### src/shared/sbsr_map.svh
/*
  Bit positions, widths and used-bit masks of the status reporting block.
  Assumes it is included by bare name from the package and design files.
*/
`ifndef SBSR_MAP_SVH
`define SBSR_MAP_SVH

`define STB_WIDTH                8
`define STD_WIDTH                8
`define LOCKIN_WIDTH             16
`define ERROR_WIDTH              8
`define QUERY_WIDTH              16

`define SB_STORAGE_IDLE          0
`define SB_COMMAND_IDLE          1
`define SB_ERROR_SUMMARY         2
`define SB_LOCKIN_SUMMARY        3
`define SB_MESSAGE_AVAILABLE     4
`define SB_STD_SUMMARY           5
`define SB_SERVICE_REQUEST       6
`define STB_REQUEST_MASK         8'h3F

`define STD_INPUT_QUEUE_OVERFLOW  0
`define STD_OUTPUT_QUEUE_OVERFLOW 2
`define STD_EXECUTION_ERROR       4
`define STD_ILLEGAL_COMMAND       5
`define STD_USER_ACTIVITY         6
`define STD_POWER_ON              7
`define STD_USED_MASK             8'hF5

`define LOCK_REFERENCE_UNLOCK     0
`define LOCK_REFERENCE_RANGE      1
`define LOCK_STORAGE_TRIGGERED    3
`define LOCK_SIGNAL_INPUT_OVL     4
`define LOCK_IF_AMPLIFIER_OVL     5
`define LOCK_FILTER_OVL           6
`define LOCK_REFERENCE_SHIFT      7
`define LOCK_CHANNEL_ONE_OVL      8
`define LOCK_CHANNEL_TWO_OVL      9
`define LOCK_AUX_INPUT_OVL        10
`define LOCK_RATIO_UNDERFLOW      11
`define LOCKIN_USED_MASK          16'h0FFB

`define ERR_BATTERY_BACKUP        1
`define ERR_RAM_TEST              2
`define ERR_LOGIC_ARRAY_TEST      3
`define ERR_ROM_TEST              4
`define ERR_FAST_TRANSFER_ABORT   5
`define ERR_DSP_TEST              6
`define ERR_MATH_FAULT            7
`define ERROR_USED_MASK           8'hFE

`endif

### src/shared/sbsr_pkg.sv
/*
  Types of the status reporting block: query and mask selectors, state structs.
  Assumes sbsr_map.svh is on the include path.
*/
`include "sbsr_map.svh"

package sbsr_pkg;

  typedef enum logic [2:0] {
    Q_STATUS_BYTE  = 3'h0,
    Q_STD_EVENT    = 3'h1,
    Q_LOCKIN       = 3'h2,
    Q_ERROR        = 3'h3,
    Q_POLL_ENABLE  = 3'h4,
    Q_STD_ENABLE   = 3'h5,
    Q_ERROR_ENABLE = 3'h6,
    Q_LOCK_ENABLE  = 3'h7
  } query_sel_t;

  typedef enum logic [1:0] {
    M_POLL_ENABLE  = 2'h0,
    M_STD_ENABLE   = 2'h1,
    M_ERROR_ENABLE = 2'h2,
    M_LOCK_ENABLE  = 2'h3
  } mask_sel_t;

  typedef struct packed {
    logic                       ready;
    logic [`STB_WIDTH-1:0]      poll_en;
    logic [`STD_WIDTH-1:0]      std_en;
    logic [`ERROR_WIDTH-1:0]    err_en;
    logic [`LOCKIN_WIDTH-1:0]   lock_en;
    logic                       query_valid;
    logic [`QUERY_WIDTH-1:0]    query_data;
    logic                       poll_valid;
    logic [`STB_WIDTH-1:0]      poll_byte;
    logic                       flush;
    logic [`STB_WIDTH-1:0]      status;
  } top_state_t;

  typedef struct packed {
    logic [`STB_WIDTH-1:0]      prev;
    logic                       pending;
  } srq_state_t;

endpackage : sbsr_pkg

### src/design/event_status_reg.sv
/*
  One sticky event register with enable-gated summary.
  Assumes set, clear and clear-status come from logic on the same clock.
*/
`timescale 1ns/100ps
`default_nettype none

module event_status_reg #(
  parameter int             W    = 8,
  parameter logic [W-1:0]   USED = '1
) (
  input  wire logic         i_clk,
  input  wire logic         i_rst_n,
  input  wire logic [W-1:0] i_set,
  input  wire logic [W-1:0] i_clear,
  input  wire logic         i_clear_all,
  input  wire logic [W-1:0] i_mask,
  output var  logic [W-1:0] o_bits,
  output var  logic         o_summary
);
  import sbsr_pkg::*;

  logic [W-1:0] bits_r;
  logic [W-1:0] bits_nxt;

  always_comb begin
    // set applied last so a simultaneous read-clear never loses an event
    bits_nxt = (bits_r & ~i_clear & ~{W{i_clear_all}}) | (i_set & USED);
  end

  always_ff @(posedge i_clk) begin
    if (!i_rst_n) begin
      bits_r <= '0;
    end else begin
      bits_r <= bits_nxt;
    end
  end

  assign o_bits    = bits_r;
  assign o_summary = |(bits_r & i_mask);

  set_wins_a: assert property (@(posedge i_clk) disable iff (!i_rst_n)
    i_rst_n |=> ((bits_r & $past(i_set & USED)) == $past(i_set & USED)))
    else $error("event set lost");

  sticky_bits_a: assert property (@(posedge i_clk) disable iff (!i_rst_n)
    !i_clear_all |=> ((bits_r & $past(bits_r & ~i_clear)) == $past(bits_r & ~i_clear)))
    else $error("event bit dropped without clear");

endmodule : event_status_reg
`default_nettype wire

### src/design/service_request_edge.sv
/*
  Service request edge detector and pending flag cleared by serial poll.
  Assumes status and enable are combinational from same-clock registers.
*/
`timescale 1ns/100ps
`default_nettype none
`include "sbsr_map.svh"

module service_request_edge (
  input  wire logic                  i_clk,
  input  wire logic                  i_rst_n,
  input  wire logic [`STB_WIDTH-1:0] i_status,
  input  wire logic [`STB_WIDTH-1:0] i_enable,
  input  wire logic                  i_poll,
  output var  logic                  o_pending,
  output var  logic                  o_enabled_any
);
  import sbsr_pkg::*;

  srq_state_t            st_r;
  srq_state_t            st_nxt;
  logic [`STB_WIDTH-1:0] enabled;
  logic                  rise;

  assign enabled = i_status & i_enable & `STB_REQUEST_MASK;
  assign rise    = |(enabled & ~st_r.prev);

  always_comb begin
    st_nxt      = st_r;
    st_nxt.prev = enabled;
    // a new edge in the poll cycle re-arms the request
    st_nxt.pending = rise | (st_r.pending & ~i_poll);
  end

  always_ff @(posedge i_clk) begin
    if (!i_rst_n) begin
      st_r <= '{default: '0};
    end else begin
      st_r <= st_nxt;
    end
  end

  assign o_pending     = st_r.pending;
  assign o_enabled_any = |enabled;

  rise_raises_a: assert property (@(posedge i_clk) disable iff (!i_rst_n)
    rise |=> o_pending)
    else $error("edge without request");

  held_single_a: assert property (@(posedge i_clk) disable iff (!i_rst_n)
    (!o_pending && !rise) |=> !o_pending)
    else $error("request without edge");

  poll_clears_a: assert property (@(posedge i_clk) disable iff (!i_rst_n)
    (i_poll && !rise) |=> !o_pending)
    else $error("poll left request pending");

endmodule : service_request_edge
`default_nettype wire

### src/design/status_byte_service_request.sv
/*
  Status reporting hierarchy: three event registers, enable masks, status
  byte, service request, serial poll and query/read-clear handling.
  Assumes event, level and command strobes come from logic on I_CLK; the
  retained mask inputs hold the masks kept across power loss.
*/
// Contract
// bit 0 high when storage not running
// bit 1 high when no command executing
// bit 4 high while output buffer nonempty
// bits 2,3,5 are masked event summaries
// summary holds until enabled bits cleared
// queue overflows set bits 0/2, flush
// std bits 4,5,6,7 set; 1,3 unused
// std and error bits are sticky
// lockin bits 0,1,3 set; bit 2 unused
// lockin bits 4 to 7 overload, shift
// lockin bits 8 to 11; 12-15 unused
// error bits 1 to 7; bit 0 unused
// poll returns request once, clears it
// status query bit 6 is level OR
// request only on enabled rising bit
// many bits one request; drop re-arms
// host polls devices to find requester
// query clears whole register or one bit
// clear-status zeroes events, keeps masks
// power-on clear selects mask zeroing
// masks written whole or per bit
// set beats simultaneous clear
// summaries and edge update within cycle
`timescale 1ns/100ps
`default_nettype none
`include "sbsr_map.svh"

module status_byte_service_request (
  input  wire logic                       I_CLK,
  input  wire logic                       I_RST_N,
  input  wire logic                       I_POWER_ON_CLEAR,
  input  wire logic [`STB_WIDTH-1:0]      I_KEPT_POLL_ENABLE,
  input  wire logic [`STD_WIDTH-1:0]      I_KEPT_STD_ENABLE,
  input  wire logic [`ERROR_WIDTH-1:0]    I_KEPT_ERROR_ENABLE,
  input  wire logic [`LOCKIN_WIDTH-1:0]   I_KEPT_LOCK_ENABLE,
  input  wire logic                       I_STORAGE_RUNNING,
  input  wire logic                       I_COMMAND_BUSY,
  input  wire logic                       I_OUTPUT_PENDING,
  input  wire logic [`STD_WIDTH-1:0]      I_STD_EVENT,
  input  wire logic [`LOCKIN_WIDTH-1:0]   I_LOCKIN_EVENT,
  input  wire logic [`ERROR_WIDTH-1:0]    I_ERROR_EVENT,
  input  wire logic                       I_CLEAR_STATUS,
  input  wire logic                       I_QUERY,
  input  wire sbsr_pkg::query_sel_t       I_QUERY_SEL,
  input  wire logic                       I_QUERY_BIT,
  input  wire logic [3:0]                 I_QUERY_INDEX,
  input  wire logic                       I_MASK_WRITE,
  input  wire sbsr_pkg::mask_sel_t        I_MASK_SEL,
  input  wire logic                       I_MASK_BIT,
  input  wire logic [3:0]                 I_MASK_INDEX,
  input  wire logic [`QUERY_WIDTH-1:0]    I_MASK_DATA,
  input  wire logic                       I_SERIAL_POLL,
  output var  logic                       O_QUERY_VALID,
  output var  logic [`QUERY_WIDTH-1:0]    O_QUERY_DATA,
  output var  logic                       O_POLL_VALID,
  output var  logic [`STB_WIDTH-1:0]      O_POLL_BYTE,
  output var  logic                       O_SERVICE_REQUEST,
  output var  logic                       O_QUEUE_FLUSH,
  output var  logic [`STB_WIDTH-1:0]      O_STATUS_BYTE,
  output var  logic [`STB_WIDTH-1:0]      O_POLL_ENABLE,
  output var  logic [`STD_WIDTH-1:0]      O_STD_ENABLE,
  output var  logic [`ERROR_WIDTH-1:0]    O_ERROR_ENABLE,
  output var  logic [`LOCKIN_WIDTH-1:0]   O_LOCK_ENABLE,
  output var  logic                       O_READY
);
  import sbsr_pkg::*;

  function automatic logic [15:0] bit_onehot(input logic [3:0] idx);
    bit_onehot = 16'h0001 << idx;
  endfunction : bit_onehot

  function automatic logic [15:0] mask_update(
    input logic [15:0] cur,
    input logic        bit_mode,
    input logic [3:0]  idx,
    input logic [15:0] data
  );
    logic [15:0] oh;
    oh = bit_onehot(idx);
    if (bit_mode) begin
      mask_update = (cur & ~oh) | (oh & {16{data[0]}});
    end else begin
      mask_update = data;
    end
  endfunction : mask_update

  top_state_t                 st_r;
  top_state_t                 st_nxt;

  logic [`STD_WIDTH-1:0]      std_bits;
  logic [`LOCKIN_WIDTH-1:0]   lock_bits;
  logic [`ERROR_WIDTH-1:0]    err_bits;
  logic                       std_sum;
  logic                       lock_sum;
  logic                       err_sum;
  logic [`STD_WIDTH-1:0]      std_set;
  logic [`STD_WIDTH-1:0]      std_clear;
  logic [`LOCKIN_WIDTH-1:0]   lock_clear;
  logic [`ERROR_WIDTH-1:0]    err_clear;
  logic [`QUERY_WIDTH-1:0]    query_clear;
  logic [`STB_WIDTH-1:0]      stb_now;
  logic [`STB_WIDTH-1:0]      stb_query;
  logic [`STB_WIDTH-1:0]      stb_poll;
  logic                       srq_pending;
  logic                       enabled_any;
  logic                       init;
  logic [`QUERY_WIDTH-1:0]    query_word;

  // first cycle after release captures power-on state
  assign init = !st_r.ready;

  // power-on marker joins the regular standard event inputs
  assign std_set = I_STD_EVENT | ({{(`STD_WIDTH-1){1'b0}}, init} << `STD_POWER_ON);

  // whole read clears all, bit read clears one; other selects clear nothing
  assign query_clear = I_QUERY_BIT ? bit_onehot(I_QUERY_INDEX) : '1;
  assign std_clear   = (I_QUERY && I_QUERY_SEL == Q_STD_EVENT) ? query_clear[`STD_WIDTH-1:0] : '0;
  assign lock_clear  = (I_QUERY && I_QUERY_SEL == Q_LOCKIN) ? query_clear : '0;
  assign err_clear   = (I_QUERY && I_QUERY_SEL == Q_ERROR) ? query_clear[`ERROR_WIDTH-1:0] : '0;

  event_status_reg #(
    .W    (`STD_WIDTH),
    .USED (`STD_USED_MASK)
  ) u_std_event (
    .i_clk       (I_CLK),
    .i_rst_n     (I_RST_N),
    .i_set       (std_set),
    .i_clear     (std_clear),
    .i_clear_all (I_CLEAR_STATUS),
    .i_mask      (st_r.std_en),
    .o_bits      (std_bits),
    .o_summary   (std_sum)
  );

  event_status_reg #(
    .W    (`LOCKIN_WIDTH),
    .USED (`LOCKIN_USED_MASK)
  ) u_lockin_event (
    .i_clk       (I_CLK),
    .i_rst_n     (I_RST_N),
    .i_set       (I_LOCKIN_EVENT),
    .i_clear     (lock_clear),
    .i_clear_all (I_CLEAR_STATUS),
    .i_mask      (st_r.lock_en),
    .o_bits      (lock_bits),
    .o_summary   (lock_sum)
  );

  event_status_reg #(
    .W    (`ERROR_WIDTH),
    .USED (`ERROR_USED_MASK)
  ) u_error_event (
    .i_clk       (I_CLK),
    .i_rst_n     (I_RST_N),
    .i_set       (I_ERROR_EVENT),
    .i_clear     (err_clear),
    .i_clear_all (I_CLEAR_STATUS),
    .i_mask      (st_r.err_en),
    .o_bits      (err_bits),
    .o_summary   (err_sum)
  );

  always_comb begin
    stb_now                        = '0;
    stb_now[`SB_STORAGE_IDLE]      = !I_STORAGE_RUNNING;
    stb_now[`SB_COMMAND_IDLE]      = !I_COMMAND_BUSY;
    stb_now[`SB_ERROR_SUMMARY]     = err_sum;
    stb_now[`SB_LOCKIN_SUMMARY]    = lock_sum;
    stb_now[`SB_MESSAGE_AVAILABLE] = I_OUTPUT_PENDING;
    stb_now[`SB_STD_SUMMARY]       = std_sum;
  end

  // summaries feed the edge detector directly, not through st_r.status
  service_request_edge u_srq (
    .i_clk         (I_CLK),
    .i_rst_n       (I_RST_N),
    .i_status      (stb_now),
    .i_enable      (st_r.poll_en),
    .i_poll        (I_SERIAL_POLL),
    .o_pending     (srq_pending),
    .o_enabled_any (enabled_any)
  );

  always_comb begin
    stb_query                      = stb_now;
    stb_query[`SB_SERVICE_REQUEST] = enabled_any;
    stb_poll                       = stb_now;
    stb_poll[`SB_SERVICE_REQUEST]  = srq_pending;
  end

  always_comb begin
    query_word = '0;
    unique case (I_QUERY_SEL)
      Q_STATUS_BYTE:  query_word[`STB_WIDTH-1:0]    = stb_query;
      Q_STD_EVENT:    query_word[`STD_WIDTH-1:0]    = std_bits;
      Q_LOCKIN:       query_word                    = lock_bits;
      Q_ERROR:        query_word[`ERROR_WIDTH-1:0]  = err_bits;
      Q_POLL_ENABLE:  query_word[`STB_WIDTH-1:0]    = st_r.poll_en;
      Q_STD_ENABLE:   query_word[`STD_WIDTH-1:0]    = st_r.std_en;
      Q_ERROR_ENABLE: query_word[`ERROR_WIDTH-1:0]  = st_r.err_en;
      Q_LOCK_ENABLE:  query_word                    = st_r.lock_en;
    endcase
  end

  always_comb begin
    st_nxt             = st_r;
    st_nxt.ready       = 1'b1;
    st_nxt.query_valid = I_QUERY;
    st_nxt.poll_valid  = I_SERIAL_POLL;
    st_nxt.status      = stb_query;
    // overflow of either queue empties both queues
    st_nxt.flush = I_STD_EVENT[`STD_INPUT_QUEUE_OVERFLOW] | I_STD_EVENT[`STD_OUTPUT_QUEUE_OVERFLOW];
    if (I_QUERY) begin
      if (I_QUERY_BIT) begin
        st_nxt.query_data = {{(`QUERY_WIDTH-1){1'b0}}, query_word[I_QUERY_INDEX]};
      end else begin
        st_nxt.query_data = query_word;
      end
    end
    if (I_SERIAL_POLL) begin
      st_nxt.poll_byte = stb_poll;
    end
    // masks are not touched by clear-status, only by writes and power-on
    if (init) begin
      if (!I_POWER_ON_CLEAR) begin
        st_nxt.poll_en = I_KEPT_POLL_ENABLE;
        st_nxt.std_en  = I_KEPT_STD_ENABLE;
        st_nxt.err_en  = I_KEPT_ERROR_ENABLE;
        st_nxt.lock_en = I_KEPT_LOCK_ENABLE;
      end
    end else if (I_MASK_WRITE) begin
      unique case (I_MASK_SEL)
        M_POLL_ENABLE: begin
          st_nxt.poll_en = 8'(mask_update({8'h00, st_r.poll_en}, I_MASK_BIT, I_MASK_INDEX, I_MASK_DATA));
        end
        M_STD_ENABLE: begin
          st_nxt.std_en = 8'(mask_update({8'h00, st_r.std_en}, I_MASK_BIT, I_MASK_INDEX, I_MASK_DATA));
        end
        M_ERROR_ENABLE: begin
          st_nxt.err_en = 8'(mask_update({8'h00, st_r.err_en}, I_MASK_BIT, I_MASK_INDEX, I_MASK_DATA));
        end
        M_LOCK_ENABLE: begin
          st_nxt.lock_en = mask_update(st_r.lock_en, I_MASK_BIT, I_MASK_INDEX, I_MASK_DATA);
        end
      endcase
    end
  end

  // all-zero reset doubles as power-on clear of every mask
  always_ff @(posedge I_CLK) begin
    if (!I_RST_N) begin
      st_r <= '{default: '0};
    end else begin
      st_r <= st_nxt;
    end
  end

  assign O_QUERY_VALID     = st_r.query_valid;
  assign O_QUERY_DATA      = st_r.query_data;
  assign O_POLL_VALID      = st_r.poll_valid;
  assign O_POLL_BYTE       = st_r.poll_byte;
  assign O_SERVICE_REQUEST = srq_pending;
  assign O_QUEUE_FLUSH     = st_r.flush;
  assign O_STATUS_BYTE     = st_r.status;
  assign O_POLL_ENABLE     = st_r.poll_en;
  assign O_STD_ENABLE      = st_r.std_en;
  assign O_ERROR_ENABLE    = st_r.err_en;
  assign O_LOCK_ENABLE     = st_r.lock_en;
  assign O_READY           = st_r.ready;

  storage_idle_a: assert property (@(posedge I_CLK) disable iff (!I_RST_N)
    $past(I_RST_N) |-> O_STATUS_BYTE[`SB_STORAGE_IDLE] == !$past(I_STORAGE_RUNNING))
    else $error("storage idle bit wrong");

  command_idle_a: assert property (@(posedge I_CLK) disable iff (!I_RST_N)
    $past(I_RST_N) |-> O_STATUS_BYTE[`SB_COMMAND_IDLE] == !$past(I_COMMAND_BUSY))
    else $error("command idle bit wrong");

  output_pending_a: assert property (@(posedge I_CLK) disable iff (!I_RST_N)
    $past(I_RST_N) |-> O_STATUS_BYTE[`SB_MESSAGE_AVAILABLE] == $past(I_OUTPUT_PENDING))
    else $error("message bit wrong");

  std_summary_a: assert property (@(posedge I_CLK) disable iff (!I_RST_N)
    $past(I_RST_N) |-> O_STATUS_BYTE[`SB_STD_SUMMARY] == $past(|(std_bits & st_r.std_en)))
    else $error("standard summary wrong");

  lockin_summary_a: assert property (@(posedge I_CLK) disable iff (!I_RST_N)
    $past(I_RST_N) |-> O_STATUS_BYTE[`SB_LOCKIN_SUMMARY] == $past(|(lock_bits & st_r.lock_en)))
    else $error("lockin summary wrong");

  error_summary_a: assert property (@(posedge I_CLK) disable iff (!I_RST_N)
    $past(I_RST_N) |-> O_STATUS_BYTE[`SB_ERROR_SUMMARY] == $past(|(err_bits & st_r.err_en)))
    else $error("error summary wrong");

  overflow_flush_a: assert property (@(posedge I_CLK) disable iff (!I_RST_N)
    I_STD_EVENT[`STD_OUTPUT_QUEUE_OVERFLOW] |=> O_QUEUE_FLUSH ##1 std_bits[`STD_OUTPUT_QUEUE_OVERFLOW] || !I_RST_N)
    else $error("overflow not flushed");

  input_flush_a: assert property (@(posedge I_CLK) disable iff (!I_RST_N)
    I_STD_EVENT[`STD_INPUT_QUEUE_OVERFLOW] |=> O_QUEUE_FLUSH && std_bits[`STD_INPUT_QUEUE_OVERFLOW])
    else $error("input overflow not flushed");

  power_on_bit_a: assert property (@(posedge I_CLK) disable iff (!I_RST_N)
    (I_RST_N && init) |=> std_bits[`STD_POWER_ON])
    else $error("power-on bit missing");

  poll_answer_a: assert property (@(posedge I_CLK) disable iff (!I_RST_N)
    I_SERIAL_POLL |=> O_POLL_VALID && O_POLL_BYTE[`SB_SERVICE_REQUEST] == $past(srq_pending))
    else $error("poll byte wrong");

  query_level_a: assert property (@(posedge I_CLK) disable iff (!I_RST_N)
    (I_QUERY && I_QUERY_SEL == Q_STATUS_BYTE && !I_QUERY_BIT)
      |=> O_QUERY_DATA[`SB_SERVICE_REQUEST] == $past(enabled_any)
          && (srq_pending || !$past(srq_pending) || $past(I_SERIAL_POLL)))
    else $error("status query bit 6 wrong");

  whole_clear_a: assert property (@(posedge I_CLK) disable iff (!I_RST_N)
    (I_QUERY && I_QUERY_SEL == Q_ERROR && !I_QUERY_BIT && I_ERROR_EVENT == 8'h00)
      |=> O_QUERY_VALID && err_bits == 8'h00 && O_QUERY_DATA[7:0] == $past(err_bits))
    else $error("error register not read-cleared");

  clear_keeps_a: assert property (@(posedge I_CLK) disable iff (!I_RST_N)
    (I_CLEAR_STATUS && !I_MASK_WRITE && !init && I_LOCKIN_EVENT == 16'h0000)
      |=> lock_bits == 16'h0000 && $stable(st_r.lock_en) && $stable(st_r.poll_en))
    else $error("clear-status wrong");

  kept_masks_a: assert property (@(posedge I_CLK) disable iff (!I_RST_N)
    (I_RST_N && init && !I_POWER_ON_CLEAR) |=> O_LOCK_ENABLE == $past(I_KEPT_LOCK_ENABLE))
    else $error("kept mask not restored");

  mask_bit_a: assert property (@(posedge I_CLK) disable iff (!I_RST_N)
    (!init && I_MASK_WRITE && I_MASK_SEL == M_LOCK_ENABLE && I_MASK_BIT)
      |=> O_LOCK_ENABLE[$past(I_MASK_INDEX)] == $past(I_MASK_DATA[0]))
    else $error("mask bit write wrong");

endmodule : status_byte_service_request
`default_nettype wire

### config.mk
export PLATFORM = sky130hd
export DESIGN_NAME = status_byte_service_request
export DESIGN_NICKNAME = d
export VERILOG_FILES = /design/src/shared/sbsr_pkg.sv /design/src/design/event_status_reg.sv /design/src/design/service_request_edge.sv /design/src/design/status_byte_service_request.sv
export VERILOG_INCLUDE_DIRS = /design/src /design/src/shared
export SDC_FILE = /design/constraint.sdc
export NUM_CORES = 1
export LEC_CHECK = 0
export BUFFER_PORTS_ARGS = -buffer_cell sky130_fd_sc_hd__buf_2
export CAP_MARGIN = 20
export CORE_ASPECT_RATIO = 0.5
export CORE_UTILIZATION = 40
export CTS_BUF_LIST = sky130_fd_sc_hd__clkbuf_4 sky130_fd_sc_hd__clkbuf_8
export DETAILED_ROUTE_END_ITERATION = 12
export PLACE_DENSITY = 0.64
export SLEW_MARGIN = 0
export SYNTH_ARGS = -nofsm -noshare
export SYNTH_HDL_FRONTEND = slang
export SYNTH_SLANG_ARGS = --single-unit
### constraint.sdc
create_clock -name I_CLK -period 1.7 [get_ports I_CLK]
set_input_delay 0.34 -clock I_CLK [delete_from_list [all_inputs] [get_ports I_CLK]]
set_output_delay 0.34 -clock I_CLK [all_outputs]
set_load 0.03 [all_outputs]
---- After elaboration in Yosys (flattened, before gate mapping) ----
Index checks and enable logic that the tools add are counted.
storage, ports and cells
  input bits .............................. 113
  output and inout port bits .............. 77
  register bits after elaboration ......... 116
  logic and storage cells ................. 112
operators by class
  reduce and logical (&&, ||, !) cells .... 17
  shift operators ......................... 2
  mux-type cells .......................... 23
  magnitude comparators ................... 1
  eq/ne operators ......................... 16
  bitwise operators ....................... 35
operators with widths
  cell                                                                 number
  40-bit 2-to-1 mux                                                    3
  16-bit 2-to-1 mux                                                    6
  16-bit AND                                                           5
  76-bit 2-to-1 mux                                                    1
  8-bit AND                                                            9
  8-bit 2-to-1 mux                                                     8
  8-bit one-hot mux with 8 select lines                                1
  16-bit inverter                                                      3
  8-bit OR                                                             6
  8-bit inverter                                                       4
  1-bit by 4-bit << shifter with 16-bit output (first input constant)  2
  8-bit OR reduction                                                   3
  16-bit by 12-bit OR with 16-bit output                               1
  16-bit OR                                                            1
  8-bit one-hot mux with 2 select lines                                1
  16-bit OR reduction                                                  1
  3-bit == test (second input constant)                                4
  3-bit AND reduction                                                  4
  2-bit by 1-bit != test with 1-bit output (second input constant)     5
  6-bit by 8-bit AND with 8-bit output                                 1
  7-bit 2-to-1 mux                                                     1
  6-bit AND                                                            1
  3-bit by 2-bit == test with 1-bit output (second input constant)     2
  6-bit OR reduction                                                   1
  other kinds (14)                                                     20

---- Logic depth before layout (Yosys ltp) ----
  word-level depth ........................ 10
  depth in mapped cells ................... 10
  mapped depth without buffers ............ 7

---- Hierarchy ----
Synthesis repeated with hierarchy kept, for this count alone.
second synthesis, totals
  cells, all modules ...................... 744
  area, all modules ....................... 6148.4 µm²
by module, submodules not included
  module                             area an instance (µm²)  cells each  times used  sequential area each (µm²)
  status_byte_service_request        4548.1                  595         1           1481.4
  event_status_reg (u_lockin_event)  654.4                   65          1           320.3
  event_status_reg (u_error_event)   365.4                   30          1           160.2
  event_status_reg (u_std_event)     311.5                   27          1           160.2
  service_request_edge               269.0                   27          1           140.1

---- Worst setup path after synthesis ----
OpenSTA, ideal clock, no wires.
  kind .................................... reg2reg
  start ................................... register (tool-made name)
  end ..................................... register st_r, in the netlist O_QUERY_DATA[0]
  period minus slack after synthesis ...... 1812 ps
  data arrival time ....................... 1680 ps
  setup time .............................. 132 ps
  slack ................................... -112 ps
  cell stages (with the launch flop) ...... 8
  required time ........................... 1568 ps
  path buffers ............................ 0
  cell sequence ........................... dfxtp_1 -> mux4_1 -> and2_1 -> o22ai_1 -> mux2_4 -> o221ai_2 -> a31oi_1 -> o31ai_1
RTL lines
  element               line                                source
  end signal, assigned  status_byte_service_request.sv:261  st_r <= st_nxt;
  end, declared         status_byte_service_request.sv:94   top_state_t st_r;

==> results.md <==
Die:
- The overall die area is 0.0147 sq mm.
- The height of the die is about 86 um.
- After floorplanning, the core was sized to cover between 0.01 and 0.015 sq mm.
- The floorplan step set the die width to between 150 and 200 um.
- Row generation in the floorplan step produced 30 rows.
- In this run the count of I/O pins placed on the die edge is 190.
- For this configuration, the core starts out at a cell density of approximately two fifths.

Routing:
- The remaining design rule violation count is 0.
- The first routing iteration left 666 violations.
- The total vias in the final route is ~6.9k.
- After detailed routing, the total wire length is between 20000 and 25000 um.
- The number of nets with antenna violations after detailed routing is 0.
- Dividing the detail-routed via count by the number of cells gives ~5.6.
- Before antenna repair, the detailed router went through 5 iterations.
- Dividing the detail-routed wire length by the instance count gives a little under 20 um.

Logic synthesis:
- The simple-gate portion of the synthesized area is roughly a fifth.
- The synthesized design contains 0 enable-type register cells.
- Of the total synthesized cell area, the portion taken by full adders, half adders and majority gates is 0%.
- After synthesis, flip-flops and latches occupy approximately two fifths of the total area.
- After Yosys synthesis, XOR and XNOR cells account for 0% of the synthesized area.
- The dominant combinational cell family by area after synthesis is compound AO/OA/AOI/OAI gates.
- The cell area after synthesis is around 0.0057 sq mm.
- After synthesis, the share of cell area in mux cells is about 6.3%.
- The Yosys step of the flow raised 0 warnings.
- Counting distinct cell types in the post-synthesis netlist gives slightly above 60.
- The synthesized instance count is slightly above 700.
- After synthesis the netlist holds a flip-flop and latch count of ~110.
- Summing the areas of all compound-gate instances in the mapped netlist gives 28.9% of the synthesized area.
- For this run, asynchronously set or reset flops after synthesis account for 0%.
- Averaged over all synthesized cells, the footprint is 8.01 sq um.
- The most used flip-flop cell after synthesis is dfxtp_1.

Worst setup path:
- The library cell contributing the largest single delay on the critical path is dfxtp_1.
- The longest individual stage delay on the worst path is ~470 ps.
- The setup slack of the most critical reg-to-reg path is -90 ps.
- The worst setup path is captured at a flop.
- The setup path with the least slack is of type flop to flop.
- Counting cells, the worst reg-to-reg path comes to 6.
- The critical path data arrival time is between 2000 and 2500 ps.
- In this run the critical register-to-register path is captured at O_QUERY_DATA[0].
- Walking the worst path, the cells encountered are a22o_1 -> nand2_1 -> mux4_2 -> o21ai_0 -> o21ai_0 -> o31ai_1.
- The worst path required time is slightly above 2000 ps.
- STA classifies the critical path startpoint as a flop.
- By instance count, the cell type seen most on the critical path is o21ai_0.
- The largest fanout on the critical path is 3.

Placement:
- The standard cell area after detailed placement is between 0.007 and 0.008 sq mm.
- At the end of routability-driven placement, the weighted congestion stood at roughly 0.94.
- The count of buffers added on input and output ports is 179.
- In this run, placement finished with an instance count of 1196.
- The detailed-placement wirelength estimate is roughly 19000 um.

Power and ir drop:
- For this design the static power due to leakage is 3.89 nW.
- Of the total power, combinational logic draws between 20 and 25%.
- The part of the total power dissipated in sequential elements is 39.6%.
- The clock network accounts for between 30% and 40% of the total power.
- The worst-case IR drop observed on VDD is ~0.46 mV.
- The power per unit of standard cell area is about 900 mW/mm^2.
- Internal power comes to just over 0.005 W.
- The fraction of power spent switching nets is between 30 and 40%.
- In this run the power spent charging and discharging nets is roughly 0.0024 W.

Cells and area:
- The final standard cell area without fillers is 0.00846 sq mm.
- The number of antenna diodes in the final layout is 0.
- The utilization of the core after routing is between 60% and 70%.
- The number of nets at the end of the flow is roughly 1.1k.
- Relative to the synthesized area, the layout overhead comes to 48.8%.
- The count of fill cells added during filler insertion is between 1k and 1.5k.
- The share of cells above drive strength 1 is about two fifths.
- The finished layout holds roughly 1.2k standard cells, fillers aside.

Clocking:
- For the worst-skew pair, the clock arrives at the later sink with an insertion delay of roughly 440 ps.
- Clock-pin slew was measured on the worst setup and hold paths at approximately 80 ps.
- The total clock buffers created by CTS is 17.
- TritonCTS built the clock tree.
- In this run, post-CTS hold repair placed 0 buffers.
- Counting every sink on the clock net gives 113.
- The count of H-tree levels built during CTS is 4.
- CTS placed an instance of clkbuf_8 at the clock tree root.
- Counting along the longest clock path gives a buffer depth of 2.

STA:
- After layout, the minimum clock period comes to 1790 ps.
- The worst slew margin relative to its limit is slightly above 60%.
- The maximum clock rate is about 560 MHz.
- The summed negative setup slack over all endpoints is -115 ps.
- Setup repair after global routing could not meet its margin everywhere.
- The setup slack after layout is -91.9 ps.
- The final-report max-slew violation count is 0.
- The count of endpoints failing setup in the final report is 2.
- For the final database, setup skew stands at approximately 12 ps.
- The number of hold-slack violations in the final timing report is 0.
- For the pin with the worst max-slew slack, the measured transition is just under 600 ps.
- The final critical path takes up 105% of the cycle.

Hold path:
- The depth of the worst hold-timing path is 3.
- The worst hold path terminates at u_lockin_event.o_bits[6].
- The startpoint of the most critical hold path is I_LOCKIN_EVENT[6].
- The class of the worst hold path is primary input to flop.

Global route:
- The global-route usage over all layers is 32.0%.
- Entering global routing, the biggest net connects 37 pins.
- The number of antenna violations at the first check in global routing is 0.
- The total overflow reported by the global router is 0.
- The via count of the first global-routing pass came to around 6.2k.
- The first global-routing pass estimated roughly 35000 um of wire.

Run status:
- The run finished, with violations left.
- The checks that failed: negative setup slack.

Job:
- The number of max-cap violations is 0.
-- metrics by stage --
stage	setup slack, ps	power (W)	hold slack [ps]
floorplan	-21.4	0.00384	368
global placement	-373	0.00468	451
detailed placement	-382	0.00470	452
CTS	-45.4	0.00741	89.0
global route	-124	0.00775	94.9
finish	-91.9	0.00748	109
-- cells in the final DEF, fill, tap and decap left out, types with 11 or more instances in the layout --
master / synthesis / layout
nor3_1: 18 / 18
nand2_1: 63 / 62
nor2_1: 107 / 106
a211oi_1: 23 / 23
a22o_1: 11 / 11
dfxtp_2: 0 / 12
clkbuf_8: 0 / 17
mux2i_1: 11 / 11
inv_1: 12 / 11
dfxtp_1: 113 / 98
a21oi_1: 87 / 86
o21ai_0: 51 / 50
buf_4: 4 / 170
buf_2: 9 / 179
a31oi_1: 24 / 23
-- cells in the mapped netlist (7+ instances only) --
master	instances	area, sq um
dfxtp_1	113	2260
nor2_1	107	402
a21oi_1	87	435
nand2_1	63	236
o21ai_0	51	255
clkbuf_1	34	128
a31oi_1	24	150
a211oi_1	23	173
nor3_1	18	90.1
a221oi_1	12	105
inv_1	12	45.0
a22o_1	11	96.3
mux2i_1	11	110
o22ai_1	11	68.8
a22oi_1	10	75.1
and3_1	9	56.3
buf_2	9	45.0
nand2b_1	7	43.8
-- routing by layer --
| layer | GRT usage (%) | vias up | share of wire, % |
|---|---|---|---|
| li1 | - | 3261 | - |
| met1 | 45.7 | 3200 | 47 |
| met2 | 46.6 | 392 | 41 |
| met3 | 9.27 | 30 | 11 |
| met4 | 8.68 | 0 | 1.3 |
| met5 | 0 | - | 0 |
-- power groups by stage --
stage | clock (W) | sequential, W | combinational, W
after floorplan | 0 | 0.00318 | 0.000656
after global placement | 0 | 0.00301 | 0.00167
after detailed placement | 0 | 0.00301 | 0.00169
after CTS | 0.00273 | 0.00295 | 0.00173
after global routing | 0.00286 | 0.00298 | 0.00192
final | 0.00272 | 0.00297 | 0.00180
-- how the worst max path moves through the flow --
| stage | startpoint | endpoint | slack, ps | depth (start not counted) |
|---|---|---|---|---|
| 3_5_place_dp | I_QUERY_SEL[0] | O_QUERY_DATA[0] | -380 | 8 |
| 2_1_floorplan | I_QUERY_SEL[2] | u_std_event.o_bits[7] | -20 | 7 |
| 4_1_cts | flop | O_QUERY_DATA[0] | -50 | 7 |
| 6_report | flop | O_QUERY_DATA[0] | -90 | 6 |
| 3_3_place_gp | I_QUERY_SEL[1] | O_QUERY_DATA[0] | -370 | 7 |
| 5_1_grt | flop | O_QUERY_DATA[0] | -120 | 7 |
-- worst max-delay path, delay by kind of cell (launching register included) --
| family | cells | cell delay (ps) |
|---|---|---|
| muxes | 1 | 450 |
| AOI/OAI and AO/OA | 4 | 720 |
| and+or+nand+nor | 1 | 70 |
| DFF | 1 | 470 |
-- cell families (layout without fill, tap and decap cells) --
logic type | Yosys count | in the layout
compound gates | 261 | 261
simple gates | 246 | 246
flops | 113 | 113
buf+inv | 67 | 398
mux | 22 | 22
other cells | 1 | 2
-- cell type report --
cell class	instances	area [sq um]	area share [%]
Tap cell	192	240	2.84
Clock buffer	19	249	2.94
Sequential cell	113	2290	27.0
Inverter	14	53.8	0.636
Timing Repair Buffer	352	2220	26.3
Multi-Input combinational cell	531	3250	38.4
Clock inverter	13	163	1.92
-- what timing repair did --
| action | in CTS | in global routing |
|---|---|---|
| pin swaps | 5 | 12 |
| buffers inserted | 3 | 3 |
| endpoints found under the setup margin | 22 | 18 |
| gates resized for setup | 12 | 27 |
No activity file was read; power rests on OpenSTA's default activity.
